--- config.mk ---
export PLATFORM = sky130hd
export DESIGN_NAME = timer0_core
export DESIGN_NICKNAME = d
export VERILOG_FILES = /design/src/include/timer0_pkg.sv /design/src/hdl/timer0_core.sv /design/src/hdl/quarter_phase_gen.sv /design/src/hdl/shared_prescaler.sv
export SDC_FILE = /design/constraint.sdc
export NUM_CORES = 1
export LEC_CHECK = 0
export CAP_MARGIN = 20
export CORE_ASPECT_RATIO = 1.25
export CORE_UTILIZATION = 57
export CTS_CLUSTER_DIAMETER = 40
export DETAILED_ROUTE_END_ITERATION = 8
export DONT_BUFFER_PORTS = 1
export GPL_TIMING_DRIVEN = 0
export PLACE_DENSITY = 0.75
export SETUP_SLACK_MARGIN = 0.02
export SLEW_MARGIN = 20
export SYNTH_ARGS = -nofsm -noshare
export SYNTH_HDL_FRONTEND = slang
export SYNTH_SLANG_ARGS = --single-unit
--- constraint.sdc ---
create_clock -name core_clk -period 2.2 [get_ports core_clk]
set_clock_uncertainty 0.05 [all_clocks]
set_input_delay 0.11 -clock core_clk [delete_from_list [all_inputs] [get_ports core_clk]]
set_output_delay 0.11 -clock core_clk [all_outputs]
set_load 0.02 [all_outputs]
--- src/include/timer0_pkg.sv ---
package timer0_pkg;
  // Register indices; byte address is four times the index
  localparam logic [7:0] IDX_COUNT = 8'h01;
  localparam logic [7:0] IDX_INTCTL = 8'h0b;
  localparam logic [7:0] IDX_OPTION = 8'h81;
  localparam logic [7:0] IDX_PORTA_DIR = 8'h85;
  localparam logic [7:0] IDX_CORE_CTL = 8'h90;
  localparam int ADDR_W = 10;

  // Reset values
  localparam logic [7:0] COUNT_RST = 8'h00;
  localparam logic [7:0] INTCTL_RST = 8'h00;
  localparam logic [7:0] OPTION_RST = 8'hff;
  localparam logic [7:0] PORTA_DIR_RST = 8'h3f;
  localparam logic [7:0] PORTA_DIR_MASK = 8'h3f;

  // Option fields
  localparam int OPT_CLK_SRC = 5;
  localparam int OPT_EDGE = 4;
  localparam int OPT_ASSIGN = 3;
  localparam int OPT_RATIO_LSB = 0;
  localparam int RATIO_W = 3;

  // Interrupt control fields
  localparam int INT_ENABLE = 5;
  localparam int INT_FLAG = 2;

  // Core control fields
  localparam int CTL_SLEEP = 0;
  localparam int CTL_WDT_CLEAR = 1;

  // Timing
  localparam int CLK_PERIOD_NS = 10;
  localparam int TOSC_NS = 10;
  localparam int WRITE_HOLD_ICYC = 2;
  localparam int INC_DELAY_MIN_TOSC = 3;
  localparam int INC_DELAY_MAX_TOSC = 7;
  localparam int INC_DELAY_MIN_CYC =
    (INC_DELAY_MIN_TOSC * TOSC_NS + CLK_PERIOD_NS - 1) / CLK_PERIOD_NS;
  localparam int INC_DELAY_MAX_CYC =
    (INC_DELAY_MAX_TOSC * TOSC_NS) / CLK_PERIOD_NS;
  localparam int QUARTERS = 4;
endpackage

--- src/hdl/timer0_core.sv ---
`timescale 1ns/1ps
// How it works
// - Source bit clear counts instruction cycles
// - Count write blocks two instruction cycles
// - Source bit set counts pin edges, edge-selected
// - Prescaler serves counter or watchdog, assign bit
// - Counter prescale ratios 1:2 through 1:256
// - Watchdog owns prescaler, counter runs 1:1
// - Prescaler count hidden from software
// - Count write clears counter-owned prescaler
// - Watchdog clear clears watchdog-owned prescaler
// - Rollover FF to 00 sets overflow flag
// - Enable bit masks request, flag still set
// - Sleep stops counting, no wake
// - Prescaler output sampled on quarters two, four
// - Pin edges synchronised first, then prescaled
// - Ripple prescaler output is symmetrical
// - Increment three to seven oscillator periods later
// - Assignment and ratio changeable on the fly
module timer0_core
  import timer0_pkg::*;
#(
  parameter int PRESCALE_W = 8
) (
  // Clock and reset
  input wire logic core_clk,
  input wire logic sys_rst,
  // Avalon-MM slave
  input wire logic [ADDR_W-1:0] address,
  input wire logic read,
  input wire logic write,
  input wire logic [31:0] writedata,
  input wire logic [3:0] byteenable,
  output logic [31:0] readdata,
  output logic waitrequest,
  // Count pin
  input wire logic count_input_pin,
  // Watchdog side
  input wire logic wdt_raw_tick,
  output logic wdt_scaled_tick,
  // Status
  output logic overflow_irq,
  output logic [7:0] port_a_direction
);
  logic [7:0] timer_count_reg;
  logic [7:0] next_timer_count_reg;
  logic [7:0] interrupt_control_reg;
  logic [7:0] next_interrupt_control_reg;
  logic [7:0] timer_option_config;
  logic [7:0] next_timer_option_config;
  logic [7:0] next_port_a_direction;
  logic sleep_mode;
  logic next_sleep_mode;
  logic ack;
  logic next_ack;
  logic [31:0] next_readdata;
  logic [1:0] hold_cnt;
  logic [1:0] next_hold_cnt;
  logic pin_meta;
  logic pin_sync;
  logic pin_prev;
  logic next_pin_prev;
  logic samp;
  logic next_samp;
  logic samp_prev;
  logic next_samp_prev;
  logic q2_en;
  logic q4_en;
  logic ps_tap;
  logic ps_tick;
  logic ps_clear;
  logic ps_step;
  logic [7:0] idx;
  logic acc_ok;
  logic wr_take;
  logic lane0;
  logic count_wr;
  logic wdt_clear;
  logic clk_source_select;
  logic count_edge_select;
  logic prescaler_assign;
  logic [RATIO_W-1:0] prescale_ratio_field;
  logic pin_edge;
  logic sync_in;
  logic inc_req;
  logic inc;
  logic overflow_event;

  // Option fields
  assign clk_source_select = timer_option_config[OPT_CLK_SRC];
  assign count_edge_select = timer_option_config[OPT_EDGE];
  assign prescaler_assign = timer_option_config[OPT_ASSIGN];
  assign prescale_ratio_field =
    timer_option_config[OPT_RATIO_LSB +: RATIO_W];

  // Bus decode; word index from the byte address
  assign idx = address[ADDR_W-1:2];
  assign acc_ok = (read | write) & ~ack;
  assign wr_take = write & ack;
  assign lane0 = byteenable[0];
  assign count_wr = wr_take & lane0 & (idx == IDX_COUNT);
  assign wdt_clear = wr_take & lane0 & (idx == IDX_CORE_CTL) &
                     writedata[CTL_WDT_CLEAR];
  assign waitrequest = (read | write) & ~ack;

  // Pin synchroniser; first stage feeds only the second
  always_ff @(posedge core_clk) begin
    if (sys_rst) begin
      pin_meta <= 1'b0;
      pin_sync <= 1'b0;
    end else begin
      pin_meta <= count_input_pin;
      pin_sync <= pin_meta;
    end
  end

  quarter_phase_gen u_phase (
    .core_clk(core_clk),
    .sys_rst(sys_rst),
    .q2_en(q2_en),
    .q4_en(q4_en)
  );

  // Chosen pin edge: rising when edge bit clear, falling when set
  assign pin_edge = count_edge_select ? (pin_prev & ~pin_sync) :
                                        (~pin_prev & pin_sync);

  // Prescaler steps from whichever party owns it
  always_comb begin
    ps_step = 1'b0;
    if (prescaler_assign) begin
      ps_step = wdt_raw_tick;
    end else if (clk_source_select) begin
      ps_step = pin_edge;
    end else begin
      ps_step = q4_en & ~sleep_mode;
    end
    // Clear source follows the current owner
    ps_clear = prescaler_assign ? wdt_clear : count_wr;
  end

  // Count not readable from the bus; count or watchdog-clear writes only zero it
  shared_prescaler #(
    .WIDTH(PRESCALE_W)
  ) u_prescaler (
    .core_clk(core_clk),
    .sys_rst(sys_rst),
    .clear(ps_clear),
    .step(ps_step),
    .ratio(prescale_ratio_field),
    .tap(ps_tap),
    .tick(ps_tick)
  );

  // Watchdog sees ticks only while it owns the prescaler
  assign wdt_scaled_tick = prescaler_assign & ps_tick;

  // Level handed to the quarter-phase sampler
  always_comb begin
    if (!prescaler_assign) begin
      sync_in = ps_tap;
    end else begin
      sync_in = pin_sync ^ count_edge_select;
    end
  end

  // Sample on Q2 and Q4, then detect the rising level
  always_comb begin
    next_pin_prev = pin_sync;
    next_samp = samp;
    next_samp_prev = samp_prev;
    if (q2_en | q4_en) begin
      next_samp = sync_in;
      next_samp_prev = samp;
    end
  end

  // Pin rests low and reset selects the falling edge, so the sampled
  // level starts high; starting low would count a false edge
  always_ff @(posedge core_clk) begin
    if (sys_rst) begin
      pin_prev <= 1'b0;
      samp <= OPTION_RST[OPT_EDGE];
      samp_prev <= OPTION_RST[OPT_EDGE];
    end else begin
      pin_prev <= next_pin_prev;
      samp <= next_samp;
      samp_prev <= next_samp_prev;
    end
  end

  // Increment request per mode; pin path lands within 3..7 periods
  always_comb begin
    if (clk_source_select) begin
      inc_req = samp & ~samp_prev & ~(q2_en | q4_en);
    end else if (prescaler_assign) begin
      inc_req = q4_en;
    end else begin
      inc_req = ps_tick;
    end
  end

  // Sleep and the post-write hold both block the count
  assign inc = inc_req & ~sleep_mode & (hold_cnt == 2'h0);
  assign overflow_event = inc & (timer_count_reg == 8'hff);

  // Post-write hold counter, measured in instruction cycles
  always_comb begin
    next_hold_cnt = hold_cnt;
    if (count_wr) begin
      next_hold_cnt = 2'(WRITE_HOLD_ICYC);
    end else if (q4_en && hold_cnt != 2'h0) begin
      next_hold_cnt = hold_cnt - 2'h1;
    end
  end

  // Register file next values
  always_comb begin
    next_timer_count_reg = timer_count_reg;
    next_interrupt_control_reg = interrupt_control_reg;
    next_timer_option_config = timer_option_config;
    next_port_a_direction = port_a_direction;
    next_sleep_mode = sleep_mode;
    next_ack = acc_ok;
    next_readdata = readdata;
    if (count_wr) begin
      next_timer_count_reg = writedata[7:0];
    end else if (inc) begin
      next_timer_count_reg = timer_count_reg + 8'h01;
    end
    if (wr_take && lane0) begin
      unique case (idx)
        IDX_INTCTL: next_interrupt_control_reg = writedata[7:0];
        // Ratio and owner may change while running
        IDX_OPTION: next_timer_option_config = writedata[7:0];
        IDX_PORTA_DIR:
          next_port_a_direction = writedata[7:0] & PORTA_DIR_MASK;
        IDX_CORE_CTL: next_sleep_mode = writedata[CTL_SLEEP];
        default: next_sleep_mode = sleep_mode;
      endcase
    end
    // Hardware set wins over a same-cycle software clear
    if (overflow_event) begin
      next_interrupt_control_reg[INT_FLAG] = 1'b1;
    end
    if (acc_ok && read) begin
      next_readdata = 32'h0000_0000;
      unique case (idx)
        IDX_COUNT: next_readdata[7:0] = timer_count_reg;
        IDX_INTCTL: next_readdata[7:0] = interrupt_control_reg;
        IDX_OPTION: next_readdata[7:0] = timer_option_config;
        IDX_PORTA_DIR: next_readdata[7:0] = port_a_direction;
        IDX_CORE_CTL: next_readdata[CTL_SLEEP] = sleep_mode;
        default: next_readdata = 32'h0000_0000;
      endcase
    end
  end

  always_ff @(posedge core_clk) begin
    if (sys_rst) begin
      timer_count_reg <= COUNT_RST;
      interrupt_control_reg <= INTCTL_RST;
      timer_option_config <= OPTION_RST;
      port_a_direction <= PORTA_DIR_RST;
      sleep_mode <= 1'b0;
      ack <= 1'b0;
      readdata <= 32'h0000_0000;
      hold_cnt <= 2'h0;
    end else begin
      timer_count_reg <= next_timer_count_reg;
      interrupt_control_reg <= next_interrupt_control_reg;
      timer_option_config <= next_timer_option_config;
      port_a_direction <= next_port_a_direction;
      sleep_mode <= next_sleep_mode;
      ack <= next_ack;
      readdata <= next_readdata;
      hold_cnt <= next_hold_cnt;
    end
  end

  // Flag stays sticky; the enable only masks the request
  // Software must clear it itself before re-enabling
  assign overflow_irq = interrupt_control_reg[INT_FLAG] &
                        interrupt_control_reg[INT_ENABLE];
endmodule

--- src/hdl/quarter_phase_gen.sv ---
`timescale 1ns/1ps
module quarter_phase_gen
  import timer0_pkg::*;
(
  // Clock and reset
  input wire logic core_clk,
  input wire logic sys_rst,
  // Phase enables
  output logic q2_en,
  output logic q4_en
);
  logic [1:0] phase;
  logic [1:0] next_phase;

  // One oscillator period per quarter
  always_comb begin
    next_phase = phase + 2'h1;
  end

  always_ff @(posedge core_clk) begin
    if (sys_rst) begin
      phase <= 2'h0;
    end else begin
      phase <= next_phase;
    end
  end

  // Second and fourth quarters of each instruction cycle
  assign q2_en = (phase == 2'h1);
  assign q4_en = (phase == 2'h3);
endmodule

--- src/hdl/shared_prescaler.sv ---
`timescale 1ns/1ps
module shared_prescaler
  import timer0_pkg::*;
#(
  parameter int WIDTH = 8
) (
  // Clock and reset
  input wire logic core_clk,
  input wire logic sys_rst,
  // Control
  input wire logic clear,
  input wire logic step,
  input wire logic [RATIO_W-1:0] ratio,
  // Divided output
  output logic tap,
  output logic tick
);
  logic [WIDTH-1:0] count;
  logic [WIDTH-1:0] next_count;
  logic tap_d;
  logic next_tap_d;

  // Clear has priority so a write never leaves a stale residue
  always_comb begin
    next_count = count;
    if (clear) begin
      next_count = '0;
    end else if (step) begin
      next_count = count + 1'b1;
    end
    next_tap_d = count[ratio];
  end

  always_ff @(posedge core_clk) begin
    if (sys_rst) begin
      count <= '0;
      tap_d <= 1'b0;
    end else begin
      count <= next_count;
      tap_d <= next_tap_d;
    end
  end

  // Tap bit is a symmetric square wave
  assign tap = count[ratio];
  assign tick = count[ratio] & ~tap_d;
endmodule

== After elaboration in Yosys (flattened, before gate mapping) ==
Index checks and enable logic that the tools add are counted.
W data, S select, Z words.

* $add $sub $neg: 4
* Order comparisons: 1
* Equal/unequal tests: 8
* Multiplexer cells: 18
* Bitwise operators: 27
* Reductions and logical operators: 16

{| class="wikitable"
|+ Operators by type and width
! operator !! count
|-
| $eq A8 B8 Y1 const B || 4
|-
| $pmux W7 S4 || 1
|-
| $and A1 B1 Y1 || 17
|-
| $add A8 B1 Y8 const B || 2
|-
| $mux W8 || 2
|-
| $reduce_and A2 Y1 || 5
|-
| $reduce_bool A2 Y1 || 5
|-
| $mux W1 || 9
|-
| $eq A8 B1 Y1 const B || 1
|-
| $eq A8 B4 Y1 const B || 1
|-
| $not A1 Y1 || 7
|-
| $mux W3 || 2
|-
| $pmux W1 S5 || 1
|-
| $lt A3 B4 Y1 const B || 1
|-
| $mux W2 || 2
|-
| $reduce_or A2 Y1 || 2
|-
| $bmux W1 S3 || 1
|-
| $logic_and A1 B1 Y1 || 3
|-
| $add A2 B1 Y2 const B || 1
|-
| $eq A2 B1 Y1 const B || 1
|-
| $eq A2 B2 Y1 const B || 1
|-
| $logic_not A2 Y1 || 1
|-
| $or A1 B1 Y1 || 2
|-
| $sub A2 B1 Y2 const B || 1
|-
| $xor A1 B1 Y1 || 1
|}

* Flip-flop bits (word level): 58
* Input port bits: 52
* Output and inout bits: 43
* Logic and storage cells: 92

== Depth between registers and ports, before layout ==
Gate-level depths: netlist (run 1).

* Depth in word-level cells: 10
* Depth in mapped cells: 8
* Mapped depth without buffers: 7

== Cells and area by module ==
A second synthesis (run 1) with hierarchy kept.

* Cells, all modules: 357
* Area, all modules: 3,002.9 um^2

{| class="wikitable"
|+ By module, submodules not included
! module !! times used !! cells each !! area each (um^2) !! seq. area each (um^2)
|-
| timer0_core || 1 || 298 || 2,469.9 || 940.9
|-
| shared_prescaler || 1 || 52 || 456.7 || 180.2
|-
| quarter_phase_gen || 1 || 7 || 76.3 || 40.0
|}

== Worst setup path after synthesis (run 1) ==
Ideal clock, no wire load.

* Kind: register to register
* Start: reg u_phase.phase[0]
* End: reg timer_count_reg[2]
* Library setup time: 91 ps
* Arrival: 2,097 ps
* Required time: 2,059 ps
* Path slack: -38 ps
* Cell stages (with the launch flop): 8
* Path buffers: 1
* Clock period less this slack: 2,238 ps
* Path through: dfxtp_1 -> ha_1 -> or4b_4 -> a21oi_1 -> a31oi_2 -> buf_6 -> or3_1 -> a311oi_1

* Word-level cells in the longest chain between the ends: 8
* Elaborated cells between the ends (all ways): 10
* Those cells by class: eq/ne (2); mux (2); bitwise (5); reduce/logical (1)

{| class="wikitable"
|+ Ends and longest elaborated chain
! element !! line !! RTL
|-
| from (decl) || quarter_phase_gen.sv:12 || <nowiki>logic [1:0] phase;</nowiki>
|-
| from (signal assigned) || quarter_phase_gen.sv:24 || <nowiki>phase <= next_phase;</nowiki>
|-
| $eq A2 B1 Y1 or $eq A2 B2 Y1 (tied branches) || quarter_phase_gen.sv:29, quarter_phase_gen.sv:30 ||
|-
| $or A1 B1 Y1 || timer0_core.sv:195 || <nowiki>inc_req = samp & ~samp_prev & ~(q2_en | q4_en);</nowiki>
|-
| $not A1 Y1 || timer0_core.sv:195 ||
|-
| $and A1 B1 Y1 || timer0_core.sv:195 ||
|-
| $mux W1 (*) || timer0_core.sv:194 || <nowiki>if (clk_source_select) begin</nowiki>
|-
| $and A1 B1 Y1 (*) (2 in a row) || timer0_core.sv:204 || <nowiki>assign inc = inc_req & ~sleep_mode & (hold_cnt == 2'h0);</nowiki>
|-
| $reduce_bool A2 Y1 (no source line) (*) || n/a ||
|-
| to (signal assigned) || timer0_core.sv:270 || <nowiki>timer_count_reg <= next_timer_count_reg;</nowiki>
|-
| to (decl) || timer0_core.sv:45 || <nowiki>logic [7:0] timer_count_reg;</nowiki>
|}

Mark *: on every way between the ends. The rest lies on a longest branch, timed or not.
A chain may end at the register's enable or synchronous reset.

== Final worst setup path (run 1) ==
* Start: reg u_phase.phase[0]
* End: reg timer_count_reg[5]

The elaborated chain is that of the path after synthesis.

==> parameters.txt, run 1 <==
Parameter                              Value

Synth
  Number of flip-flops and latches in the synthesized netlist ... between 50 and 60
  Share of the synthesized netlist area taken by xor and xnor gates ... 1.412%
  Main flop type after synthesis ... dfxtp_1
  Synthesized instance count ... between 300 and 400
  Compound-gate portion of the synthesized area ... around 15%
  Share of synthesized registers carrying an async set or reset ... 0%
  Top cells by area in the synthesized netlist ... dfxtp_1 (37%), buf_4 (6.3%), mux2i_1 (5.5%)
  Post-synthesis mux area share ... 7.301%
  Mean post-synth cell area ... between 8 and 9 sq um
  Basic-gate share of the synthesized area counting and, or, nand and nor cells ... 26.50%
  Yosys cell types ... 61
  Most used standard cells in the synthesized netlist ... dfxtp_1 (58), nand2_1 (41), nand3_1 (31)
  Synth Cell Area ... just over 3000 sq um
  Leading area contributor after synthesis ... dfxtp_1
  Share of the synthesized area in the top cell type ... a little under two fifths
  Count of synthesis-stage warnings from yosys ... 0
  Arithmetic-cell share of the synthesized area counting full adders, half adders and majority gates ... 2.017%
  Register area share after synthesis ... between 30% and 40%
  Largest family of logic cells by synthesized area ... simple AND/OR/NAND/NOR gates
  Number of enable flip-flop cells after synthesis ... 0
  Top-count cell post-synth ... dfxtp_1

Drt
  Via-to-Cell Ratio ... 5.762
  DRC Markers ... 0
  Number of design-rule violations left by the first detailed-router iteration ... approximately 220
  WL per Instance ... between 15 and 20 um
  Count of nets left with antenna violations after detail routing ... 0
  Final routed wirelength across all metal layers ... 7957 um
  Total iterations of the first detailed-routing run ... 4
  Routed via count ... around 2,800

STA
  Final Hold Violating Endpoints ... 0
  Number of setup violations in the final report ... 8
  Post-layout worst setup margin ... -0.1083 ns
  Period utilisation layout ... 104.9%
  Slew @ Worst Pin ... 0.8006 ns
  Accumulated negative setup slack ... -0.3896 ns
  Setup repair after global routing missed its margin ... yes
  Post-layout min period ... 2.308 ns
  Final count of pins violating max slew ... 0
  Max frequency ... about 430 MHz
  Worst slew margin relative to its limit ... between 40% and 50%

Critical path
  RR Endpoint ... timer_count_reg[5]$_SDFFE_PP0P_
  Worst setup path start ... u_phase.phase[0]$_SDFF_PP0_
  Category of the most critical setup path ... flip-flop to flip-flop
  Crit-path slowest cell ... or4b_4
  Capturing instance or port of the critical path ... timer_count_reg[5]$_SDFFE_PP0P_
  CP required ... roughly 2.4 ns
  RR Startpoint ... u_phase.phase[0]$_SDFF_PP0_
  Worst-case reg-to-reg path depth ... 7
  CP Cell Sequence ... ha_4 > or4b_4 > a211oi_4 > a31oi_4 > buf_6 > or4_4 > a31oi_1
  Cell family with most CP delay ... simple AND/OR/NAND/NOR gates
  Number of logic stages on the critical path including buffering ... 7
  Crit Path Max Fanout ... 4
  Launching element type of the critical path ... flip-flop
  Buffers and inverters on the worst path ... 1
  Worst EP arrival ... between 2 and 3 ns
  CP endpoint kind ... flip-flop
  Worst-case register-to-register setup slack ... -0.11 ns
  Crit path largest cell delay ... between 0.5 and 0.6 ns

CTS
  Number of clock sinks ... between 50 and 60
  Inserted Clock Buffers ... 9
  Root buffer cell ... clkbuf_8
  CTS H-tree lvls ... 3
  Buffer depth of the longest clock path ... 2
  TritonCTS clock tree ... done
  Clock slew at the register clock pins of the worst setup and hold paths ... 0.07 ns
  Later-pin clock latency in the skew report ... ~0.35 ns

Layout
  Number of nets in the layout ... 478
  Util after Layout ... 75.01%
  Ratio of cells with drive above 1 in the final layout ... approximately 22%
  Area Overhead vs Synth ... 24.61%
  Sequential cell area ... about 1200 sq um
  # diodes ... 0
  Footprint of the multi-input gates ... roughly 1800 sq um
  Fill count ... about 380

Placed design
  Last weighted congestion value of the routability-driven placer ... 0.8442
  I/O Buffers ... 0
  Post-DP HPWL ... roughly 5500 um

Floorplanning
  Area of the core region ... about 5200 sq um
  Area enclosed by the die boundary ... between 5000 and 6000 sq um
  Height of the die ... 84.48 um
  Die outline width ... between 60 and 70 um
  Cell Rows ... 29
  Initial cell density of the core ... between 60 and 70%
  IO Count ... 95

Pwr
  IR drop worst, VDD ... around 0.00043 V
  Cell area power density ... 682.1 nW/um^2
  Total chip power ... 2.636 mW
  Lkg Pwr ... approximately 1.5 nW

GRT
  Wire length of the first global-routing pass ... ~13,000 um
  Number of global-route vias before repair ... 2,698
  GRT Util Overall ... just under 30%
  Layer with the highest usage ... met2
  Maximum number of pins on one net before global-route repair ... 11
  Residual overflow from global routing ... 0
  Grt met1 use ... 37.47%
  Number of antenna violations at the first check in global routing ... 0
  GR Layer Usage met3 ... under 10%
  Met2 track demand over resource ... ~45%

Status
  Result of the run ... finished, violations left
  Failing checks ... negative setup slack

Flow run
  Maximum Capacitance Violations ... 0

Hold path
  Class of the tightest hold or removal check ... input port to flip-flop
layout by cell type, fill, tap and decap left out, types with 3 or more instances in the layout:
cell           Yosys  layout
buf_6              3       6
o31ai_1            4       3
or3_1              5       5
dfxtp_1           58      54
or4_4              1       3
a21oi_1           22      20
o21ai_0           17      16
a22o_1             5       5
buf_4             26      33
conb_1             1      26
nand2b_1           5       5
inv_1              8       7
nand3_1           31      29
a31oi_1            3       3
nor3_1             6       4
bufinv_16          0       3
or4_1              7       5
dlygate4sd3_1      0      13
nor2_1            26      26
a211oi_1           3       3
nand2_1           41      41
clkbuf_8           0      11
ha_1               5       3
nor3b_1            3       3
clkbuf_1           8       8
mux2i_1           17      17
dfxtp_2            0       3
nor2b_1            7       7
xnor2_1            4       4
cells by family (layout without fill, tap and decap cells):
group	count (synthesis)	in the layout
xor gates and xnor gates	5	5
DFF	58	58
other	1	26
adders and majority gates	5	5
and+or+nand+nor	152	152
AOI/OAI and AO/OA	71	71
muxes	20	20
buffers and inverters	50	89
power by group:
part / switching [mW] / internal (mW) / total, mW / leakage (nW)
registers: 0.0308 / 1.07 / 1.10 / 0.470
logic: 0.157 / 0.129 / 0.286 / 0.932
clock network: 0.438 / 0.810 / 1.25 / 0.129
metal layers:
layer / part of all wire [%] / vias up
met3: 7.0 / 19
met5: 0 / -
met1: 43 / 1334
met2: 47 / 95
li1: - / 1364
met4: 3.0 / 0
what timing repair did:
item	in CTS	in global routing
setup buffers	6	4
hold endpoints to repair	37	1
hold buffers	12	1
resized for setup	10	17
pin swaps	11	9
endpoints found under the setup margin	6	9
worst reg2reg max path, cell delays in order (launching register included):
cell      delay, ns
dfxtp_4        0.37
ha_4           0.16
or4b_4         0.55
a211oi_4       0.29
a31oi_4        0.08
buf_6          0.15
or4_4          0.41
a31oi_1        0.19
stage by stage:
step / std cells / setup WS, ns / hold WS (ns) / instance area [sq um]
detailed placement: 449 / -0.1339 / 0.1904 / 3286
global placement: 449 / -0.07939 / 0.1868 / 3279
global route: 488 / -0.1544 / 0.001326 / 3865
floorplan: 387 / 0.03495 / 0.1840 / 3202
finish: 488 / -0.1083 / 0.002947 / 3865
CTS: 483 / -0.07909 / -0.1113 / 3746
worst min path at each step:
stage / start / end / slack [ns] / depth (start not counted)
after floorplan: writedata[0] / timer_option_config[0]$_SDFFE_PP1P_ / 0.18 / 2
after global placement: writedata[7] / timer_option_config[7]$_SDFFE_PP1P_ / 0.19 / 2
after detailed placement: writedata[7] / timer_option_config[7]$_SDFFE_PP1P_ / 0.19 / 2
after CTS: sys_rst / timer_count_reg[0]$_SDFFE_PP0P_ / -0.11 / 2
after global routing: sys_rst / u_prescaler.count[6]$_SDFFE_PP0P_ / 0.001 / 2
final: sys_rst / u_prescaler.count[7]$_SDFFE_PP0P_ / 0.003 / 2
layout make-up:
cell class | instances | share of cell area [%]
buffer | 42 | 7.284
clock buffer | 11 | 3.917
clock inverter | 5 | 2.590
inverter | 8 | 0.7769
multi-input combinational | 279 | 47.59
sequential | 58 | 30.24
tap | 62 | 2.007
timing repair buffer | 23 | 5.601
Note: power is estimated with default switching activity, not from simulation.
==> run 2: changes to the inputs <==
==> constraint.sdc (replaced) <==
create_clock -name core_clk -period 2.2 [get_ports core_clk]
set_clock_uncertainty 0.05 [all_clocks]
set_input_delay 0.44 -clock core_clk [delete_from_list [all_inputs] [get_ports core_clk]]
set_output_delay 0.44 -clock core_clk [all_outputs]
set_load 0.02 [all_outputs]
==> parameters.txt, run 2 (synthesized netlist as in run 1, its figures left out) <==
Parameter                              Value

Status
  Result of the run ... finished, violations left
  Failing checks ... negative setup slack

Critical path
  Cell family with most CP delay ... simple AND/OR/NAND/NOR gates
  Crit-path slowest cell ... or4b_4
  Launching element type of the critical path ... flip-flop
  CP endpoint kind ... flip-flop
  Crit path largest cell delay ... 0.55 ns (about the same)
  Worst EP arrival ... 2.55 ns (+0.02 ns)
  Buffers and inverters on the worst path ... 2 (+1)
  Crit Path Max Fanout ... 4 (unchanged)
  CP required ... 2.44 ns (+0.02 ns)
  Category of the most critical setup path ... flip-flop to flip-flop
  CP Cell Sequence ... ha_4 > or4b_4 > a211oi_4 > a31oi_4 > buf_6 > buf_4 > or4_1 > nand3_1

STA
  Setup repair after global routing missed its margin ... yes
  Accumulated negative setup slack ... -0.5107 ns (-0.1212 ns)
  Slew @ Worst Pin ... 0.8021 ns (+0.001532 ns)
  Number of setup violations in the final report ... 9 (+1)
  Period utilisation layout ... 104.9% (about the same)
  Worst slew margin relative to its limit ... 46.03% (-0.10 points)
  Max frequency ... 433.2 MHz (about the same)
  Post-layout worst setup margin ... -0.1082 ns (+0.00006600 ns)
  Post-layout min period ... 2.308 ns (-0.00006600 ns)
  Final count of pins violating max slew ... 0 (unchanged)
  Final Hold Violating Endpoints ... 0 (unchanged)

Layout
  # diodes ... 0 (unchanged)
  Commonest non-fill, non-tap cells in the layout ... dfxtp_1 (54), nand2_1 (41), buf_4 (39), nand3_1 (30)
  Design Area, Final ... 3787 sq um (-2.0%)
  Final std cells w/o fill ... 480 (-1.6%)
  Ratio of cells with drive above 1 in the final layout ... 24.40% (+2.3 points)
  Most frequent standard cell in the layout excluding fill and tap cells ... dfxtp_1
  Area Overhead vs Synth ... 22.11%
  Number of nets in the layout ... 470 (-1.7%)

CTS
  TritonCTS clock tree ... done
  Hold Buf Count CTS ... 0 (-12)
  Clock slew at the register clock pins of the worst setup and hold paths ... 0.06 ns (about the same)
  CTS H-tree lvls ... 3 (unchanged)
  Number of clock sinks ... 58 (unchanged)
  Root buffer cell ... clkbuf_8
  Buffer depth of the longest clock path ... 2 (unchanged)
  Later-pin clock latency in the skew report ... 0.35 ns (about the same)
  Inserted Clock Buffers ... 9 (unchanged)

Floorplanning
  Height of the die ... 84.48 um (unchanged)
  IO Count ... 95 (unchanged)
  Initial cell density of the core ... 60.20% (unchanged)
  Area of the core region ... 5152 sq um (unchanged)
  Die outline width ... 67.98 um (unchanged)
  Cell Rows ... 29 (unchanged)
  Area enclosed by the die boundary ... 5743 sq um (unchanged)

GRT
  Number of antenna violations at the first check in global routing ... 0 (unchanged)
  Number of global-route vias before repair ... 2,700 (+0.074%)
  Maximum number of pins on one net before global-route repair ... 11 (unchanged)
  GRT Util Overall ... 29.32% (-0.30 points)
  Residual overflow from global routing ... 0 (unchanged)
  Wire length of the first global-routing pass ... 12,430 um (-1.4%)

Placed design
  Placed cell count ... 449 (unchanged)
  Post-DP HPWL ... 5494 um (unchanged)
  Cell area after placement ... 3286 sq um (unchanged)
  Last weighted congestion value of the routability-driven placer ... 0.8442 (unchanged)
  I/O Buffers ... 0 (unchanged)

Drt
  Number of design-rule violations left by the first detailed-router iteration ... 190 (-13%)
  Final routed wirelength across all metal layers ... 7899 um (-0.73%)
  Routed via count ... 2,839 (+0.96%)
  Via-to-Cell Ratio ... 5.915 (+2.6%)
  Count of nets left with antenna violations after detail routing ... 0 (unchanged)
  Total iterations of the first detailed-routing run ... 4 (unchanged)
  WL per Instance ... 16.46 um (+0.93%)
  DRC Markers ... 0 (unchanged)

Pwr
  IR drop worst, VDD ... 0.0004611 V (+6.2%)
  Cell area power density ... 686.5 nW/um^2 (+0.64%)
  Lkg Pwr ... 1.499 nW (-2.1%)
  Total chip power ... 2.600 mW (-1.4%)

Hold path
  Class of the tightest hold or removal check ... input port to flip-flop

Flow run
  Maximum Capacitance Violations ... 0 (unchanged)
==> run 2: cell types whose count changed in the layout (fill, tap and decap cells not counted), sizes merged <==
cell / previous run / this run
buf: 43 / 48
dlygate4sd3: 13 / 0
==> run 2: what timing repair did <==
| item | 4_1_cts | 5_1_grt |
|---|---|---|
| setup endpoints to repair | 7 | 19 |
| gates resized for setup | 15 | 13 |
| pin swaps | 9 | 9 |
| buffers inserted | 8 | 7 |
==> run 2: layout make-up <==
class,instances,area (sq um)
multi-input combinational,279,1847
clock inverter,5,100.1
clock buffer,11,151.4
fill,389,1365
sequential,58,1171
timing repair buffer,15,128.9
inverter,8,30.03
buffer,42,281.5
tap,62,77.57
==> run 2: metal layers <==
metal	vias to the layer above	wire [um]	global-route usage (%)
met2	129	3665	44.83
met4	0	267	13.64
met1	1326	3240	36.96
li1	1357	-	-
met5	-	0	0
met3	27	725	8.832
==> run 2: final timing paths <==
| check | cells after the start | end | startpoint | slack [ns] |
|---|---|---|---|---|
| hold / removal | 2 | timer_option_config[7]$_SDFFE_PP1P_ | writedata[7] | 0.16 |
| hold reg to reg | 1 | next_pin_prev$_SDFF_PP0_ | pin_meta$_SDFF_PP0_ | 0.39 |
| setup / recovery | 8 | timer_count_reg[0]$_SDFFE_PP0P_ | u_phase.phase[0]$_SDFF_PP0_ | -0.11 |
| setup reg to reg | 8 | timer_count_reg[0]$_SDFFE_PP0P_ | u_phase.phase[0]$_SDFF_PP0_ | -0.11 |
==> run 2: metrics by stage <==
step | worst slack, ns | util [%] | hold slack (ns)
final | -0.1082 | 73.51 | 0.1646
after global routing | -0.1703 | 73.51 | 0.1689
after CTS | -0.07723 | 70.96 | 0.1589
after detailed placement | -0.2172 | 63.77 | 0.3804
after global placement | -0.2574 | 63.65 | 0.3657
after floorplan | 0.02803 | - | 0.3638
==> run 2: power breakdown <==
group / total (mW) / internal [mW] / leakage (nW) / switching [mW]
Sequential: 1.10 / 1.07 / 0.471 / 0.0292
Combinational: 0.256 / 0.111 / 0.899 / 0.145
Clock: 1.24 / 0.810 / 0.129 / 0.434
Total: 2.60 / 1.99 / 1.50 / 0.608
==> run 2: worst register-to-register path, stage by stage, from the launching register on <==
cell	delay [ns]
dfxtp_4	0.37
ha_4	0.16
or4b_4	0.55
a211oi_4	0.30
a31oi_4	0.09
buf_6	0.15
buf_4	0.13
or4_1	0.39
nand3_1	0.07
==> run 3: changes to the inputs <==
--- a/config.mk
+++ b/config.mk
@@ -7,12 +7,12 @@
 export LEC_CHECK = 0
 export CAP_MARGIN = 20
 export CORE_ASPECT_RATIO = 1.25
-export CORE_UTILIZATION = 57
+export CORE_UTILIZATION = 58
 export CTS_CLUSTER_DIAMETER = 40
 export DETAILED_ROUTE_END_ITERATION = 8
 export DONT_BUFFER_PORTS = 1
 export GPL_TIMING_DRIVEN = 0
-export PLACE_DENSITY = 0.75
+export PLACE_DENSITY = 0.74
 export SETUP_SLACK_MARGIN = 0.02
 export SLEW_MARGIN = 20
 export SYNTH_ARGS = -nofsm -noshare
==> constraint.sdc (replaced) <==
create_clock -name core_clk -period 2.75 [get_ports core_clk]
set_clock_uncertainty 0.05 [all_clocks]
set_input_delay 0.55 -clock core_clk [delete_from_list [all_inputs] [get_ports core_clk]]
set_output_delay 0.55 -clock core_clk [all_outputs]
set_load 0.02 [all_outputs]
==> parameters.txt, run 3 (synthesized netlist as in run 1, its figures left out) <==
Parameter                              Value

Placed design
  Worst Setup Slack post-DPL ... 0.1863 ns (+0.4035 ns)
  Last weighted congestion value of the routability-driven placer ... 0.8639 (+2.3%)
  Post-DP HPWL ... 5324 um (-3.1%)
  Cell area after placement ... 3279 sq um (-0.19%)
  I/O Buffers ... 0 (unchanged)

Floorplanning
  Die outline width ... 67.41 um (-0.84%)
  Height of the die ... 83.76 um (-0.85%)
  Area of the core region ... 5116 sq um (-0.70%)
  Cell Rows ... 29 (unchanged)
  Initial cell density of the core ... 60.63% (+0.43 points)
  IO Count ... 95 (unchanged)
  Area enclosed by the die boundary ... 5646 sq um (-1.7%)

CTS
  Root buffer cell ... clkbuf_8
  TritonCTS clock tree ... done
  CTS H-tree lvls ... 3 (unchanged)
  Number of buffers added for setup after CTS ... 0 (-8)
  Hold Buf Count CTS ... 0 (unchanged)
  Resized cells post-CTS ... 0 (-15)
  Number of clock sinks ... 58 (unchanged)
  Inserted Clock Buffers ... 9 (unchanged)
  Buffer depth of the longest clock path ... 2 (unchanged)
  Later-pin clock latency in the skew report ... 0.34 ns (about the same)
  Clock slew at the register clock pins of the worst setup and hold paths ... 0.06 ns (about the same)

Pwr
  IR drop worst, VDD ... 0.0003924 V (-15%)
  Fraction of power consumed by the clock network ... 48.6% (+0.8 points)
  Total chip power ... 2.044 mW (-21%)
  Cell area power density ... 578.9 nW/um^2 (-16%)
  Pint ... 1.574 mW (-21%)
  Part of the power in combinational logic ... 8.5% (-1.3 points)
  Lkg Pwr ... 1.393 nW (-7.1%)
  Sequential cell fraction of total power ... 43.0% (+0.7 points)
  Switching Share ... 23.00% (-0.37 points)
  Switching power of the nets ... 0.4701 mW (-23%)

Drt
  DRC Markers ... 0 (unchanged)
  Total iterations of the first detailed-routing run ... 5 (+1)
  Final routed wirelength across all metal layers ... 7373 um (-6.7%)
  Routed via count ... 2,752 (-3.1%)
  Via-to-Cell Ratio ... 5.918 (about the same)
  Count of nets left with antenna violations after detail routing ... 0 (unchanged)
  WL per Instance ... 15.86 um (-3.6%)
  Number of design-rule violations left by the first detailed-router iteration ... 240 (+26%)

Hold path
  Hold EP ... timer_option_config[5]$_SDFFE_PP1P_
  Number of cells on the worst hold path ... 2 (unchanged)
  Class of the tightest hold or removal check ... input port to flip-flop
  Min-Delay Startpoint ... writedata[5]

Status
  Result of the run ... finished clean

Critical path
  CP Cell Sequence ... ha_1 > or4b_4 > a21oi_1 > a31oi_2 > buf_6 > or3_1 > a311oi_1
  Crit path largest cell delay ... 0.55 ns (about the same)
  Crit-path slowest cell ... or4b_4
  Worst EP arrival ... 2.68 ns (+0.13 ns)
  RR Endpoint ... timer_count_reg[2]$_SDFFE_PP0P_
  Crit Path Max Fanout ... 10 (+6)
  Worst-case reg-to-reg path depth ... 7 (-1)
  CP endpoint kind ... flip-flop
  Worst setup path start ... u_phase.phase[0]$_SDFF_PP0_
  Category of the most critical setup path ... flip-flop to flip-flop
  Worst-case register-to-register setup slack ... 0.28 ns (+0.38 ns)
  Launching element type of the critical path ... flip-flop
  CP required ... 2.95 ns (+0.51 ns)
  RR Startpoint ... u_phase.phase[0]$_SDFF_PP0_

STA
  Smallest hold slack ... 0.2836 ns (+0.1190 ns)
  Accumulated negative setup slack ... 0 ns (+0.5107 ns)
  Slew @ Worst Pin ... 0.8049 ns (+0.002830 ns)
  Final count of pins violating max slew ... 0 (unchanged)
  Number of setup violations in the final report ... 0 (-9)
  Final Hold Violating Endpoints ... 0 (unchanged)
  Period utilisation layout ... 89.97% (-15 points)
  Setup repair after global routing missed its margin ... no
  Max frequency ... 404.2 MHz (-6.7%)
  Worst slew margin relative to its limit ... 45.84% (-0.19 points)
  Post-layout worst setup margin ... 0.2758 ns (+0.3840 ns)
  Post-layout min period ... 2.474 ns (+0.1660 ns)

GRT
  Number of global-route vias before repair ... 2,396 (-11%)
  Wire length of the first global-routing pass ... 11,880 um (-4.4%)
  Maximum number of pins on one net before global-route repair ... 11 (unchanged)
  Residual overflow from global routing ... 0 (unchanged)
  GRT Util Overall ... 28.56% (-0.76 points)
  Number of antenna violations at the first check in global routing ... 0 (unchanged)

Layout
  Area Overhead vs Synth ... 13.84%
  Commonest non-fill, non-tap cells in the layout ... dfxtp_1 (58), nand2_1 (41), nand3_1 (31)
  Fill count ... 439 (+13%)
  Ratio of cells with drive above 1 in the final layout ... 16.63% (-7.8 points)
  Most frequent standard cell in the layout excluding fill and tap cells ... dfxtp_1
  Design Area, Final ... 3531 sq um (-6.8%)
  Footprint of the multi-input gates ... 1729 sq um (-6.4%)
  Number of nets in the layout ... 455 (-3.2%)
  # diodes ... 0 (unchanged)
  Sequential cell area ... 1161 sq um (-0.85%)

Flow run
  Maximum Capacitance Violations ... 0 (unchanged)
## run 3: area by class of cell
class	instances	share of cell area, %
Multi-Input combinational cell	279	48.97
Sequential cell	58	32.88
Buffer	42	7.973
Clock buffer	11	4.288
Clock inverter	5	2.835
Tap cell	62	2.197
Inverter	8	0.8505
## run 3: worst max path at each step
stage                                                     end  depth (start not counted)  slack [ns]
after floorplan              port_a_direction[0]$_SDFFE_PP1P_                          7        0.47
after global placement    timer_option_config[2]$_SDFFE_PP1P_                          5        0.20
after detailed placement     port_a_direction[0]$_SDFFE_PP1P_                          7        0.19
after CTS                                     wdt_scaled_tick                          3        0.27
after global routing          timer_count_reg[2]$_SDFFE_PP0P_                          7        0.14
final                         timer_count_reg[2]$_SDFFE_PP0P_                          7        0.28
## run 3: power groups by stage
stage,combinational [mW],clock (mW),sequential (mW)
after floorplan,0.147,0,0.891
after global placement,0.165,0,0.896
after detailed placement,0.169,0,0.897
after CTS,0.171,1.01,0.878
after global routing,0.191,1.04,0.881
final,0.173,0.993,0.878
## run 3: routing by layer
layer / vias up / GRT usage (%) / share of wire [%]
li1: 1325 / - / -
met1: 1281 / 38.21 / 43
met2: 122 / 40.64 / 46
met3: 24 / 8.743 / 7.7
met4: 0 / 14.51 / 3.2
met5: - / 0 / 0
## run 3: through the flow
| step | std cells | util [%] |
|---|---|---|
| floorplan | 387 | - |
| global placement | 449 | 63.98 |
| detailed placement | 449 | 64.10 |
| CTS | 465 | 69.01 |
| global route | 465 | 69.01 |
| finish | 465 | 69.01 |
## run 3: critical path, delay by kind of cell (launching register included)
kind | cells | cell delay (ns)
DFF | 1 | 0.33
adders and majority gates | 1 | 0.28
AOI/OAI and AO/OA | 3 | 0.69
and+or+nand+nor | 2 | 0.85
buffers and inverters | 1 | 0.19
